`config.mk`:
```
export PLATFORM = sky130hd
export DESIGN_NAME = mdg_dma
export DESIGN_NICKNAME = d
export VERILOG_FILES = /design/src/mdg_refresh.v /design/src/mdg_dma.v
export VERILOG_INCLUDE_DIRS = /design/src /design/src/src
export SDC_FILE = /design/constraint.sdc
export NUM_CORES = 1
export LEC_CHECK = 0
export BUFFER_PORTS_ARGS = -buffer_cell sky130_fd_sc_hd__buf_2
export CELL_PAD_IN_SITES_DETAIL_PLACEMENT = 1
export CELL_PAD_IN_SITES_GLOBAL_PLACEMENT = 1
export CORE_MARGIN = 5
export CORE_UTILIZATION = 35
export CTS_CLUSTER_DIAMETER = 40
export DETAILED_ROUTE_END_ITERATION = 7
export PLACE_DENSITY_LB_ADDON = 0.1
export SLEW_MARGIN = 20
export SYNTH_ARGS = -nofsm -noshare
export SYNTH_HDL_FRONTEND = slang
export SYNTH_SLANG_ARGS = --single-unit
export TNS_END_PERCENT = 10
```
`constraint.sdc`:
```
create_clock -name clk -period 1.85 [get_ports clk]
set_input_delay 0 -clock clk [delete_from_list [all_inputs] [get_ports clk]]
set_output_delay 0 -clock clk [all_outputs]
set_load 0.05 [all_outputs]
```
`src/mdg_regs.vh`:
```
`ifndef MDG_REGS_VH
`define MDG_REGS_VH

// register index inside one channel's window, taken from io_addr[2:0]
`define MDG_IDX_ADDR_LO 3'h0
`define MDG_IDX_ADDR_HI 3'h1
`define MDG_IDX_LEN_LO 3'h2
`define MDG_IDX_CTRL 3'h3
`define MDG_IDX_LEN_HI 3'h4
`define MDG_IDX_IRQ_STAT 3'h5
`define MDG_IDX_IRQ_MASK 3'h6
`define MDG_IDX_REFR_CFG 3'h7

// io address layout: [7:5] group base, [4:3] straps, [2:0] index
`define MDG_BASE_MSB 7
`define MDG_BASE_LSB 5
`define MDG_BASE_DEFAULT 3'h1

// control register fields
`define MDG_CTRL_ENABLE 7
`define MDG_CTRL_FREERUN 4
`define MDG_CTRL_TO_RAM 0
`define MDG_CTRL_RESET 8'h00

// interrupt status and mask fields
`define MDG_IRQ_DONE 0
`define MDG_IRQ_RESET 8'h00

// refresh mode field, bits [1:0] of the refresh config register
`define MDG_REFR_OFF 2'h0
`define MDG_REFR_ONE_IN_4 2'h1
`define MDG_REFR_ONE_IN_8 2'h2
`define MDG_REFR_RESET 2'h0
`define MDG_REFR_ROWS 64
`define MDG_REFR_ROW_W 6

`endif

```
`src/mdg_refresh.v`:
```
`timescale 1ns/10ps
`include "mdg_regs.vh"

module mdg_refresh (
  // clock and reset
  input wire clk,
  input wire rst_n,
  // slot input
  input wire slot_start,
  input wire [1:0] mode,
  // refresh outputs
  output wire refresh_take,
  output reg [`MDG_REFR_ROW_W-1:0] refresh_row_q
);

  reg [2:0] slot_cnt_q;

  assign refresh_take = slot_start & (
    ((mode == `MDG_REFR_ONE_IN_4) && (slot_cnt_q[1:0] == 2'h3)) ||
    ((mode == `MDG_REFR_ONE_IN_8) && (slot_cnt_q == 3'h7)));

  always @(posedge clk or negedge rst_n) begin
    if (!rst_n) begin
      slot_cnt_q <= 3'h0;
      refresh_row_q <= {`MDG_REFR_ROW_W{1'b0}};
    end else begin
      if (slot_start) begin
        slot_cnt_q <= slot_cnt_q + 3'h1;
      end
      // six-bit row counter wraps after 64 rows, one full sweep
      if (refresh_take) begin
        refresh_row_q <= refresh_row_q + 6'h01;
      end
    end
  end

endmodule // mdg_refresh

```
`src/mdg_dma.v`:
```
// The register addresses and strobed register access are this design's own decisions.
`timescale 1ns/10ps
`include "mdg_regs.vh"


module mdg_dma #(
  parameter [2:0] BASE = `MDG_BASE_DEFAULT
) (
  // clock and reset
  input wire clk,
  input wire rst_n,
  // register port
  input wire [7:0] io_addr,
  input wire [7:0] io_wdata,
  input wire io_wr,
  input wire io_rd,
  output reg [7:0] io_rdata_q,
  // straps and link pins
  input wire port_select_low,
  input wire port_select_high,
  input wire transfer_request_n,
  input wire mem_idle,
  // system address bus
  output reg [15:0] dma_addr_q,
  output reg dma_addr_oe_q,
  output reg data_write_select_q,
  output reg strobe_q,
  output reg xfer_q,
  output wire channel_enable,
  // refresh
  output reg refresh_active_q,
  output wire [`MDG_REFR_ROW_W-1:0] refresh_row,
  // interrupt
  output wire irq
);

  localparam [2:0] ST_IDLE = 3'b001;
  localparam [2:0] ST_XFER = 3'b010;
  localparam [2:0] ST_REFR = 3'b100;

  reg [2:0] state_q;
  reg [15:0] addr_q;
  reg [15:0] len_q;
  reg [7:0] ctrl_q;
  reg [7:0] irq_stat_q;
  reg [7:0] irq_mask_q;
  reg [1:0] refr_mode_q;
  reg [1:0] psl_sync_q;
  reg [1:0] psh_sync_q;
  reg [1:0] req_sync_q;
  reg [1:0] idle_sync_q;
  reg idle_prev_q;
  reg enable_prev_q;

  wire [1:0] straps;
  wire hit;
  wire [2:0] idx;
  wire wr_hit;
  wire rd_hit;
  wire idle_s;
  wire slot_start;
  wire slot_end;
  wire refresh_take;
  wire enable;
  wire last_byte;
  wire done_event;
  wire want_xfer;

  assign straps = {psh_sync_q[1], psl_sync_q[1]};
  assign idx = io_addr[2:0];
  assign hit = (io_addr[`MDG_BASE_MSB:`MDG_BASE_LSB] == BASE) &&
               (io_addr[4:3] == straps);
  assign wr_hit = io_wr & hit;
  assign rd_hit = io_rd & hit;
  assign idle_s = idle_sync_q[1];
  assign slot_start = idle_s & ~idle_prev_q;
  assign slot_end = ~idle_s & idle_prev_q;
  assign enable = ctrl_q[`MDG_CTRL_ENABLE];
  assign channel_enable = enable;
  assign last_byte = (len_q == 16'h0001);
  // request sampled at window start, so a late request waits one window
  assign want_xfer = enable & (ctrl_q[`MDG_CTRL_FREERUN] | ~req_sync_q[1]);
  assign done_event = enable_prev_q & ~enable;
  assign irq = |(irq_stat_q & irq_mask_q);

  mdg_refresh u_refresh (
    .clk(clk),
    .rst_n(rst_n),
    .slot_start(slot_start),
    .mode(refr_mode_q),
    .refresh_take(refresh_take),
    .refresh_row_q(refresh_row)
  );

  // pins pass two flops; first stage feeds only the second
  always @(posedge clk or negedge rst_n) begin
    if (!rst_n) begin
      psl_sync_q <= 2'h0;
      psh_sync_q <= 2'h0;
      req_sync_q <= 2'h3;
      idle_sync_q <= 2'h0;
      idle_prev_q <= 1'b0;
      enable_prev_q <= 1'b0;
    end else begin
      psl_sync_q <= {psl_sync_q[0], port_select_low};
      psh_sync_q <= {psh_sync_q[0], port_select_high};
      req_sync_q <= {req_sync_q[0], transfer_request_n};
      idle_sync_q <= {idle_sync_q[0], mem_idle};
      idle_prev_q <= idle_s;
      enable_prev_q <= enable;
    end
  end

  // slot engine and channel registers
  always @(posedge clk or negedge rst_n) begin
    if (!rst_n) begin
      state_q <= ST_IDLE;
      addr_q <= 16'h0000;
      len_q <= 16'h0000;
      ctrl_q <= `MDG_CTRL_RESET;
      refr_mode_q <= `MDG_REFR_RESET;
      irq_mask_q <= `MDG_IRQ_RESET;
      dma_addr_q <= 16'h0000;
      dma_addr_oe_q <= 1'b0;
      data_write_select_q <= 1'b0;
      strobe_q <= 1'b0;
      xfer_q <= 1'b0;
      refresh_active_q <= 1'b0;
    end else begin
      strobe_q <= 1'b0;
      xfer_q <= 1'b0;
      case (state_q)
        ST_IDLE: begin
          if (refresh_take) begin
            state_q <= ST_REFR;
            refresh_active_q <= 1'b1;
          end else if (slot_start && want_xfer) begin
            state_q <= ST_XFER;
            dma_addr_q <= addr_q;
            dma_addr_oe_q <= 1'b1;
            data_write_select_q <= ctrl_q[`MDG_CTRL_TO_RAM];
            strobe_q <= 1'b1;
          end
        end
        ST_XFER: begin
          if (!enable) begin
            state_q <= ST_IDLE;
            dma_addr_oe_q <= 1'b0;
            data_write_select_q <= 1'b0;
          end else if (slot_end) begin
            state_q <= ST_IDLE;
            dma_addr_oe_q <= 1'b0;
            data_write_select_q <= 1'b0;
            xfer_q <= 1'b1;
            addr_q <= addr_q + 16'h0001;
            len_q <= len_q - 16'h0001;
            if (last_byte) begin
              ctrl_q[`MDG_CTRL_ENABLE] <= 1'b0;
            end
          end
        end
        ST_REFR: begin
          if (slot_end) begin
            state_q <= ST_IDLE;
            refresh_active_q <= 1'b0;
          end
        end
        default: begin
          state_q <= ST_IDLE;
        end
      endcase
      // software writes on the write clock; a cleared enable stops transfer slots, refresh slots go on
      if (wr_hit) begin
        case (idx)
          `MDG_IDX_ADDR_LO: addr_q[7:0] <= io_wdata;
          `MDG_IDX_ADDR_HI: addr_q[15:8] <= io_wdata;
          `MDG_IDX_LEN_LO: len_q[7:0] <= io_wdata;
          `MDG_IDX_LEN_HI: len_q[15:8] <= io_wdata;
          `MDG_IDX_CTRL: ctrl_q <= io_wdata;
          `MDG_IDX_IRQ_MASK: irq_mask_q <= io_wdata;
          `MDG_IDX_REFR_CFG: refr_mode_q <= io_wdata[1:0];
          default: begin
          end
        endcase
      end
    end
  end

  // sticky done flag, read clears, a new event in that cycle wins
  always @(posedge clk or negedge rst_n) begin
    if (!rst_n) begin
      irq_stat_q <= `MDG_IRQ_RESET;
    end else if (done_event) begin
      irq_stat_q[`MDG_IRQ_DONE] <= 1'b1;
    end else if (rd_hit && (idx == `MDG_IDX_IRQ_STAT)) begin
      irq_stat_q <= `MDG_IRQ_RESET;
    end
  end

  // read data one cycle after the strobe, zero otherwise
  always @(posedge clk or negedge rst_n) begin
    if (!rst_n) begin
      io_rdata_q <= 8'h00;
    end else if (rd_hit) begin
      case (idx)
        `MDG_IDX_ADDR_LO: io_rdata_q <= addr_q[7:0];
        `MDG_IDX_ADDR_HI: io_rdata_q <= addr_q[15:8];
        `MDG_IDX_LEN_LO: io_rdata_q <= len_q[7:0];
        `MDG_IDX_LEN_HI: io_rdata_q <= len_q[15:8];
        `MDG_IDX_CTRL: io_rdata_q <= ctrl_q;
        `MDG_IDX_IRQ_STAT: io_rdata_q <= irq_stat_q;
        `MDG_IDX_IRQ_MASK: io_rdata_q <= irq_mask_q;
        `MDG_IDX_REFR_CFG: io_rdata_q <= {6'h00, refr_mode_q};
        default: io_rdata_q <= 8'h00;
      endcase
    end else begin
      io_rdata_q <= 8'h00;
    end
  end

endmodule // mdg_dma

```
==> Implementation_results.wiki, run 1 <==
{| class="wikitable"
! Metric !! Value
|-
| Run status || complete, no violations
|-
| Peak Freq || 0.552 GHz
|-
| Filler instances || 1,517
|-
| Clock sink total || 102
|-
| Async S/R FF share, synth || 100%
|-
| Yosys warns || 0
|-
| Detailed-route wire length || 13,700 um
|-
| First drt pass iteration count || 4
|-
| Number of synthesized register bits || 102
|-
| Most common library cell in the layout ignoring fill and taps || dfrtp_1
|-
| Unique cell type count in the Yosys netlist || 50
|-
| Instance area after placement || 5760 sq um
|-
| Count of nets after finishing || 596
|-
| Maxcap violations || 0
|-
| Starting density of the core || 35.6%
|-
| Post-layout min period || 1810 ps
|-
| Post-Synthesis Cell Area || 4920 sq um
|-
| Reported leakage power || 2.86 nW
|-
| Family of cells with the greatest summed delay on the critical path || simple AND/OR/NAND/NOR gates
|-
| Post-layout utilization of the core || 45.2%
|-
| Ratio of cells with drive above 1 in the final layout || 28.2%
|-
| Number of enable-type register cells in the synthesized netlist || 0
|-
| Dominant register cell in the synthesized netlist || dfrtp_1
|-
| Non-Filler Instances || 751
|-
| Number of buffer cells added on primary ports || 60
|-
| List of cells traversed by the critical path || ha_2 -> ha_1 -> nand3b_1 -> nand3b_1 -> or2_4 -> mux2_1
|-
| Final number of max-transition violations || 0
|-
| Synthesized instance count || 453
|-
| Type of element capturing the critical path || flop
|-
| Clk Tree Root Cell || clkbuf_16
|-
| Clock Latency Late Sink || 360 ps
|-
| Final weighted congestion in routability-driven placement || 0.818
|-
| Classification of the worst setup path || flop to flop
|-
| Kind of launch point of the worst setup path || flop
|-
| Data arrival time of the critical path || 2040 ps
|-
| Seq/Total Area, Yosys || 52.0%
|-
| Boundary pin count || 61
|-
| Total die area || 16,500 sq um
|-
| Total CTS buffers || 9
|-
| Number of levels in the clock H-tree || 3
|-
| Multiplexer fraction of the synthesized cell area || 11.7%
|-
| Most Frequent Cell on Critical Path || nand3b_1
|-
| Fraction of the mapped netlist area in simple logic gates || 16.9%
|-
| Largest cells by area after synthesis || dfrtp_1 50%, mux2_1 5.0%, xnor2_1 3.6%, mux2_2 3.4%, a21oi_1 3.3%
|-
| Detailed-route vias per instance || 5.08
|-
| Launching point of the worst reg2reg path || u_refresh.slot_cnt_q[0]$_DFFE_PN0P_
|-
| Area share of the largest cell type after synthesis || 50.4%
|-
| # setup viols final || 0
|-
| Cell with the biggest individual delay on the critical path || dfrtp_1
|-
| Most area-hungry cell type in the Yosys netlist || dfrtp_1
|-
| Area share of fa/ha/maj cells after synthesis || 1.53%
|-
| Number of hold-slack violations in the final timing report || 0
|-
| Maximum vdd drop || 0.481 mV
|-
| Final period util || 97.9%
|-
| Total power consumption of the routed design || 0.00586 W
|-
| P per Cell Area || 938 nW/um^2
|-
| Number of placement rows || 43
|-
| Max Clock Skew || 12.2 ps
|-
| Endpoint required time on the critical path || 2080 ps
|-
| Tot GR Track Use || 17.6%
|-
| Path class of the lowest-slack min-delay path || input port to asynchronous set/reset pin
|-
| Via count || 3,815
|-
| Xor/xnor cell area share of the yosys netlist || 6.77%
|-
| Largest driver fanout on the critical path || 19
|-
| Die W || 129 um
|-
| Mean cell area of the mapped netlist || 10.9 sq um
|-
| Worst-margin pin slew || 401 ps
|-
| CTS tree || done
|-
| Post-layout instance area || 6250 sq um
|-
| Antenna diodes || 0
|-
| DRC marker count from the first detailed-route iteration || 125
|-
| DRC Markers || 0
|-
| Main combinational cell family by area after synthesis || simple AND/OR/NAND/NOR gates
|-
| HPWL after detailed placement || 10,300 um
|-
| Clock slew seen by the registers of the worst setup and hold paths || 70 ps
|-
| Clock Path Buffers || 2
|-
| Aggregate global routing overflow || 0
|-
| Unrepaired setup endpoints after global routing || true
|-
| Area growth, synth to finish || 27.0%
|-
| Area of the core || 13,800 sq um
|-
| Syn_nets || 483
|-
| Crit-path max cell delay || 380 ps
|-
| Relative slew slack || 73.3%
|-
| Number of global-route vias before repair || 4,271
|-
| Global-route wire length before repair || 22,500 um
|-
| Accumulated negative setup slack || 0 ps
|-
| Commonest non-fill, non-tap cells in the layout || 98 x dfrtp_1, 59 x buf_2, 46 x buf_4
|-
| Post-Place Cells || 722
|-
| Compound-cell area share of the yosys netlist || 8.49%
|-
| Maximum number of pins on one net before global-route repair || 53
|-
| Routed Antenna Nets || 0
|-
| Crit path buffers/inverters || 0
|-
| Die boundary height || 129 um
|-
| Worst Setup SP || u_refresh.slot_cnt_q[0]$_DFFE_PN0P_
|-
| Number of antenna violations at the first check in global routing || 0
|-
| Wire length per cell || 18.3 um
|}
metrics by stage:
step	setup WS, ps	hold WS, ps
after CTS	13.8	79.2
after floorplan	66.0	-296
after global placement	0.134	-79.9
after detailed placement	-63.9	-76.4
final	38.5	81.0
after global routing	-46.3	81.1
power by group:
group          total [W]  switching (W)  internal [W]  leakage [nW]
Sequential       0.00260       0.000157       0.00244          1.23
Clock            0.00215       0.000839       0.00131         0.165
Combinational    0.00111       0.000711      0.000397          1.46
Total            0.00586        0.00171       0.00415          2.86
state kept, by name, indices dropped and copies added, names as in the netlist, 3 cells and up:
register	count
ctrl_q	8
len_q	16
state_q	3
dma_addr_q	16
u_refresh.slot_cnt_q	3
u_refresh.refresh_row_q	6
addr_q	16
io_rdata_q	8
irq_mask_q	8
cells by family (layout without fill, tap and decap cells):
kind of cell	after synthesis	after routing
buf+inv	27	145
simple gates	154	154
compound gates	73	73
xor+xnor	38	38
mux	53	53
fa+ha+maj	6	6
flops	102	102
layout make-up:
class | count | area (sq um) | share of cell area [%]
flip-flops and latches | 102 | 2560 | 40.9
multi-input cells | 324 | 2270 | 36.3
repair buffers | 121 | 831 | 13.3
clock buffers | 9 | 225 | 3.60
well taps | 180 | 225 | 3.60
clock inverters | 7 | 113 | 1.80
inverters | 8 | 30.0 | 0.480
layer usage:
metal / global-route usage [%] / vias to the layer above / share of wire [%]
met3: 4.32 / 20 / 3.3
met5: 0 / - / 0
li1: - / 1817 / -
met4: 4.82 / 0 / 1.8
met1: 22.2 / 1926 / 45
met2: 30.2 / 52 / 50
cells in the mapped netlist (3+ instances only):
cell       n
inv_1      7
nor3_1    13
a211oi_1  12
xor2_1    18
clkbuf_1   3
nand2_1   37
or3_1      5
xnor2_1   20
nand3b_1   5
nor3b_1    3
nor2b_1    5
a21oi_1   32
nand4_2    3
nor2_1    40
mux2_1    22
nand3_1    6
mux2i_1   16
nand4_1   13
o21ai_0    8
mux2_2    15
ha_1       6
dfrtp_1   99
buf_2     13
dfstp_2    3
o21ai_1   15
and3_1     5
repair_timing:
action	in CTS	in global routing
endpoints found under the hold margin	111	0
hold buffers	13	0
setup endpoints to repair	16	46
pin swaps	2	1
buffers inserted	1	0
resized for setup	2	4
final timing paths:
| path | to | slack [ps] | cells after the start |
|---|---|---|---|
| max | dma_addr_q[12]$_DFFE_PN0P_ | 40 | 6 |
| min | irq_mask_q[1]$_DFFE_PN0P_ | 80 | 2 |
| max reg2reg | dma_addr_q[12]$_DFFE_PN0P_ | 40 | 6 |
| min reg2reg | psl_sync_q[1]$_DFF_PN0_ | 360 | 0 |
| max in group asynchronous | addr_q[4]$_DFF_PN0_ | 1040 | 3 |
| min in group clk | io_rdata_q[7]$_DFF_PN0_ | 100 | 4 |
No activity file was read; power rests on OpenSTA's default activity.
==> inputs of run 2 (changes only) <==
Settings changed: SYNTH_HIERARCHICAL set to 1.
==> run 2 against run 1 <==
Against the previous run: the flow now finishes with violations (setup timing); routed wire length grew 7.0%; area after synthesis rose by 1.3%; highest routed layer unchanged; fmax fell by 11%; largest power group unchanged; register-to-register slack worse by 220 ps; clock power is 3% lower; count of clock-buffer cells in the layout rose by 3; worst hold slack got worse by 22 ps; combinational power up 23%.
==> Implementation_results.wiki, run 2 <==
{| class="wikitable"
! Metric !! Value
|-
| Run status || complete, but fails checks (was complete, no violations)
|-
| Failing checks || setup timing
|-
| Launching point of the worst reg2reg path || len_q[10]$_DFF_PN0_ (was u_refresh.slot_cnt_q[0]$_DFFE_PN0P_)
|-
| Most instantiated cells after synthesis || 99 x dfrtp_1, 44 x mux2_2, 41 x nor2_1 (was 99 x dfrtp_1, 40 x nor2_1, 37 x nand2_1)
|-
| Final weighted congestion in routability-driven placement || 0.813 (was 0.818)
|-
| Registers with the most flip-flops || addr_q: 16 flops, dma_addr_q: 16 flops, len_q: 16 flops (unchanged)
|-
| HPWL after detailed placement || 10,700 um (was 10,300 um)
|-
| Cell with the biggest individual delay on the critical path || or4_4 (was dfrtp_1)
|-
| Clock Path Buffers || 2 (unchanged)
|-
| Area of the core || 13,900 sq um (was 13,800 sq um)
|-
| DRC marker count from the first detailed-route iteration || 174 (was 125)
|-
| Mean cell area of the mapped netlist || 11.2 sq um (was 10.9 sq um)
|-
| P per Cell Area || 918 nW/um^2 (was 938 nW/um^2)
|-
| Wire length per cell || 19.4 um (was 18.3 um)
|-
| Clock Power Share || 34.2% (was 36.7%)
|-
| Dominant register cell in the synthesized netlist || dfrtp_1 (unchanged)
|-
| Most common library cell in the layout ignoring fill and taps || dfrtp_1 (unchanged)
|-
| Area share of the largest cell type after synthesis || 49.7% (was 50.4%)
|-
| Seq/Total Area, Yosys || 51.3% (was 52.0%)
|-
| Post-Place Cells || 723 (was 722)
|-
| Clk Tree Root Cell || clkbuf_16 (unchanged)
|-
| Number of global-route vias before repair || 4,274 (was 4,271)
|-
| Classification of the worst setup path || flop to flop (unchanged)
|-
| Number of antenna violations at the first check in global routing || 0 (unchanged)
|-
| Final period util || 110% (was 97.9%)
|-
| Number of enable-type register cells in the synthesized netlist || 0 (unchanged)
|-
| Worst setup slack for register-to-register paths || -180 ps (was 40 ps)
|-
| Async S/R FF share, synth || 100% (unchanged)
|-
| Data arrival time of the critical path || 2280 ps (was 2040 ps)
|-
| Number of levels in the clock H-tree || 3 (unchanged)
|-
| Post-layout instance area || 6630 sq um (was 6250 sq um)
|-
| Aggregate global routing overflow || 0 (unchanged)
|-
| Synthesized instance count || 444 (was 453)
|-
| Area growth, synth to finish || 32.9% (was 27.0%)
|-
| Total die area || 16,700 sq um (was 16,500 sq um)
|-
| DRC Markers || 0 (unchanged)
|-
| Syn_nets || 474 (was 483)
|-
| Most Frequent Cell on Critical Path || or4_4 (was nand3b_1)
|-
| Post-layout min period || 2030 ps (was 1810 ps)
|-
| Largest cells by area after synthesis || dfrtp_1 50%, mux2_2 9.9%, xnor2_1 4.4%, nor2_1 3.1%, mux2i_1 2.8% (was dfrtp_1 50%, mux2_1 5.0%, xnor2_1 3.6%, mux2_2 3.4%, a21oi_1 3.3%)
|-
| Number of synthesized register bits || 102 (unchanged)
|-
| Relative slew slack || 59.6% (was 73.3%)
|-
| Crit-path max cell delay || 550 ps (was 380 ps)
|-
| Routed Antenna Nets || 0 (unchanged)
|-
| Endpoint of the worst setup timing path || len_q[15]$_DFF_PN0_ (was dma_addr_q[12]$_DFFE_PN0P_)
|-
| Sequential Power Share || 43.3% (was 44.3%)
|-
| Clock slew seen by the registers of the worst setup and hold paths || 70 ps (about the same)
|-
| Maximum number of pins on one net before global-route repair || 37 (was 53)
|-
| Clock Latency Late Sink || 350 ps (was 360 ps)
|-
| Count of nets after finishing || 601 (was 596)
|-
| Tot GR Track Use || 18.7% (was 17.6%)
|-
| Worst Setup SP || len_q[10]$_DFF_PN0_ (was u_refresh.slot_cnt_q[0]$_DFFE_PN0P_)
|-
| Kind of launch point of the worst setup path || flop (unchanged)
|-
| Clock sink total || 102 (unchanged)
|-
| Post-Synthesis Cell Area || 4990 sq um (was 4920 sq um)
|-
| Reg2Reg Depth || 5 (was 6)
|-
| Final number of max-transition violations || 0 (unchanged)
|-
| Boundary pin count || 61 (unchanged)
|-
| Total power consumption of the routed design || 0.00608 W (was 0.00586 W)
|-
| Total CTS buffers || 9 (unchanged)
|-
| Endpoint required time on the critical path || 2100 ps (was 2080 ps)
|-
| Maximum vdd drop || 0.508 mV (was 0.481 mV)
|-
| Number of buffer cells added on primary ports || 60 (unchanged)
|-
| R2r endpoint || len_q[15]$_DFF_PN0_ (was dma_addr_q[12]$_DFFE_PN0P_)
|-
| Commonest non-fill, non-tap cells in the layout || 96 x dfrtp_1, 60 x buf_4, 59 x buf_2 (was 98 x dfrtp_1, 59 x buf_2, 46 x buf_4)
|-
| Switching portion of total power || 29.6% (was 29.1%)
|-
| Starting density of the core || 35.8% (was 35.6%)
|-
| Largest driver fanout on the critical path || 3 (was 19)
|-
| Max Clock Skew || 10.3 ps (was 12.2 ps)
|-
| Worst Setup Slack, final || -180 ps (was 38.5 ps)
|-
| Number of placement rows || 43 (unchanged)
|-
| Maxcap violations || 0 (unchanged)
|-
| Number of hold-slack violations in the final timing report || 0 (unchanged)
|-
| # setup viols final || 33 (was 0)
|-
| Antenna diodes || 0 (unchanged)
|-
| Via count || 3,834 (was 3,815)
|-
| Unrepaired setup endpoints after global routing || true (unchanged)
|-
| Internal portion of total power || 0.00428 W (was 0.00415 W)
|-
| Worst-margin pin slew || 606 ps (was 401 ps)
|-
| Type of element capturing the critical path || flop (unchanged)
|-
| Reported leakage power || 2.93 nW (was 2.86 nW)
|-
| First drt pass iteration count || 6 (was 4)
|-
| Unique cell type count in the Yosys netlist || 54 (was 50)
|-
| Most numerous cell in the Yosys netlist || dfrtp_1 (unchanged)
|-
| Detailed-route vias per instance || 5.07 (was 5.08)
|-
| Global-route wire length before repair || 23,800 um (was 22,500 um)
|-
| Peak Freq || 0.493 GHz (was 0.552 GHz)
|-
| Ratio of cells with drive above 1 in the final layout || 40.1% (was 28.2%)
|-
| Combinational share of power || 22.5% (was 18.9%)
|-
| Detailed-route wire length || 14,700 um (was 13,700 um)
|-
| Instance area after placement || 5960 sq um (was 5760 sq um)
|-
| CTS tree || done (unchanged)
|-
| Most area-hungry cell type in the Yosys netlist || dfrtp_1 (unchanged)
|-
| Die boundary height || 129 um (about the same)
|-
| Non-Filler Instances || 756 (was 751)
|-
| Yosys warns || 6 (was 0)
|-
| List of cells traversed by the critical path || or4_4 -> or4_4 -> nor4_4 -> xnor2_1 -> o21ai_2 (was ha_2 -> ha_1 -> nand3b_1 -> nand3b_1 -> or2_4 -> mux2_1)
|-
| Net load switching power || 0.00180 W (was 0.00171 W)
|-
| Die W || 129 um (about the same)
|-
| Path class of the lowest-slack min-delay path || input port to flop (was input port to asynchronous set/reset pin)
|}
[run 2: area by class of cell]
type	count	area, sq um
fillers	1477	7310
multi-input cells	312	2500
well taps	180	225
repair buffers	139	981
clock buffers	12	256
inverters	7	28.8
clock inverters	4	70.1
flip-flops and latches	102	2560
[run 2: critical path, delay by kind of cell (launching register included)]
family	cells	cell delay (ps)
compound gates	1	70
xor+xnor	1	170
flops	1	380
simple gates	3	1300
[run 2: metrics by stage]
step           hold slack, ps  setup slack [ps]  TNS (ps)  utilization (%)
2_1_floorplan            -296              -154     -2690                -
3_3_place_gp            -5.72              -163     -4120             42.8
3_5_place_dp             2.74              -218     -4970             42.8
4_1_cts                  45.3              -170     -2690             46.7
5_1_grt                  78.8              -220     -4590             47.6
6_report                 59.1              -180     -2040             47.6
[run 2: cells by family (layout without fill, tap and decap cells)]
group | after synthesis | after routing | synth area share [%]
AO/OA/AOI/OAI | 62 | 62 | 7.50
XOR/XNOR | 37 | 37 | 6.50
adder cells (fa/ha/maj) | 6 | 6 | 1.51
buffers and inverters | 30 | 162 | 2.61
flip-flops | 102 | 102 | 51.3
multiplexers | 61 | 61 | 13.7
AND/OR/NAND/NOR | 146 | 146 | 17.0
[run 2: power by group through the flow]
stage / combinational, W / sequential [W] / clock (W)
floorplan: 0.000486 / 0.00288 / 0
global placement: 0.00122 / 0.00264 / 0
detailed placement: 0.00124 / 0.00266 / 0
CTS: 0.00130 / 0.00262 / 0.00215
global route: 0.00148 / 0.00267 / 0.00222
finish: 0.00137 / 0.00264 / 0.00208
[run 2: metal layers]
metal / up-vias / global-route usage (%) / part of all wire, %
met5: - / 0 / 0
met4: 0 / 6.18 / 2.3
met3: 16 / 3.50 / 3.0
met2: 60 / 30.5 / 48
met1: 1929 / 25.3 / 47
li1: 1829 / - / -
[run 2: worst min-delay path by stage]
stage | cells after the start | slack (ps) | endpoint | startpoint
detailed placement | 1 | 3 | psh_sync_q[1]$_DFF_PN0_ | rst_n
CTS | 3 | 50 | io_rdata_q[1]$_DFF_PN0_ | io_rd
global placement | 1 | -6 | psh_sync_q[1]$_DFF_PN0_ | rst_n
floorplan | 0 | -300 | addr_q[0]$_DFF_PN0_ | rst_n
global route | 3 | 80 | io_rdata_q[1]$_DFF_PN0_ | io_rd
finish | 3 | 60 | io_rdata_q[1]$_DFF_PN0_ | io_rd
[run 2: timing repair]
item,CTS,global route
hold buffers,13,0
endpoints found under the hold margin,47,0
setup buffers,3,1
pin swaps,14,8
gates resized for setup,16,24
cloned,0,0
endpoints found under the setup margin,42,40
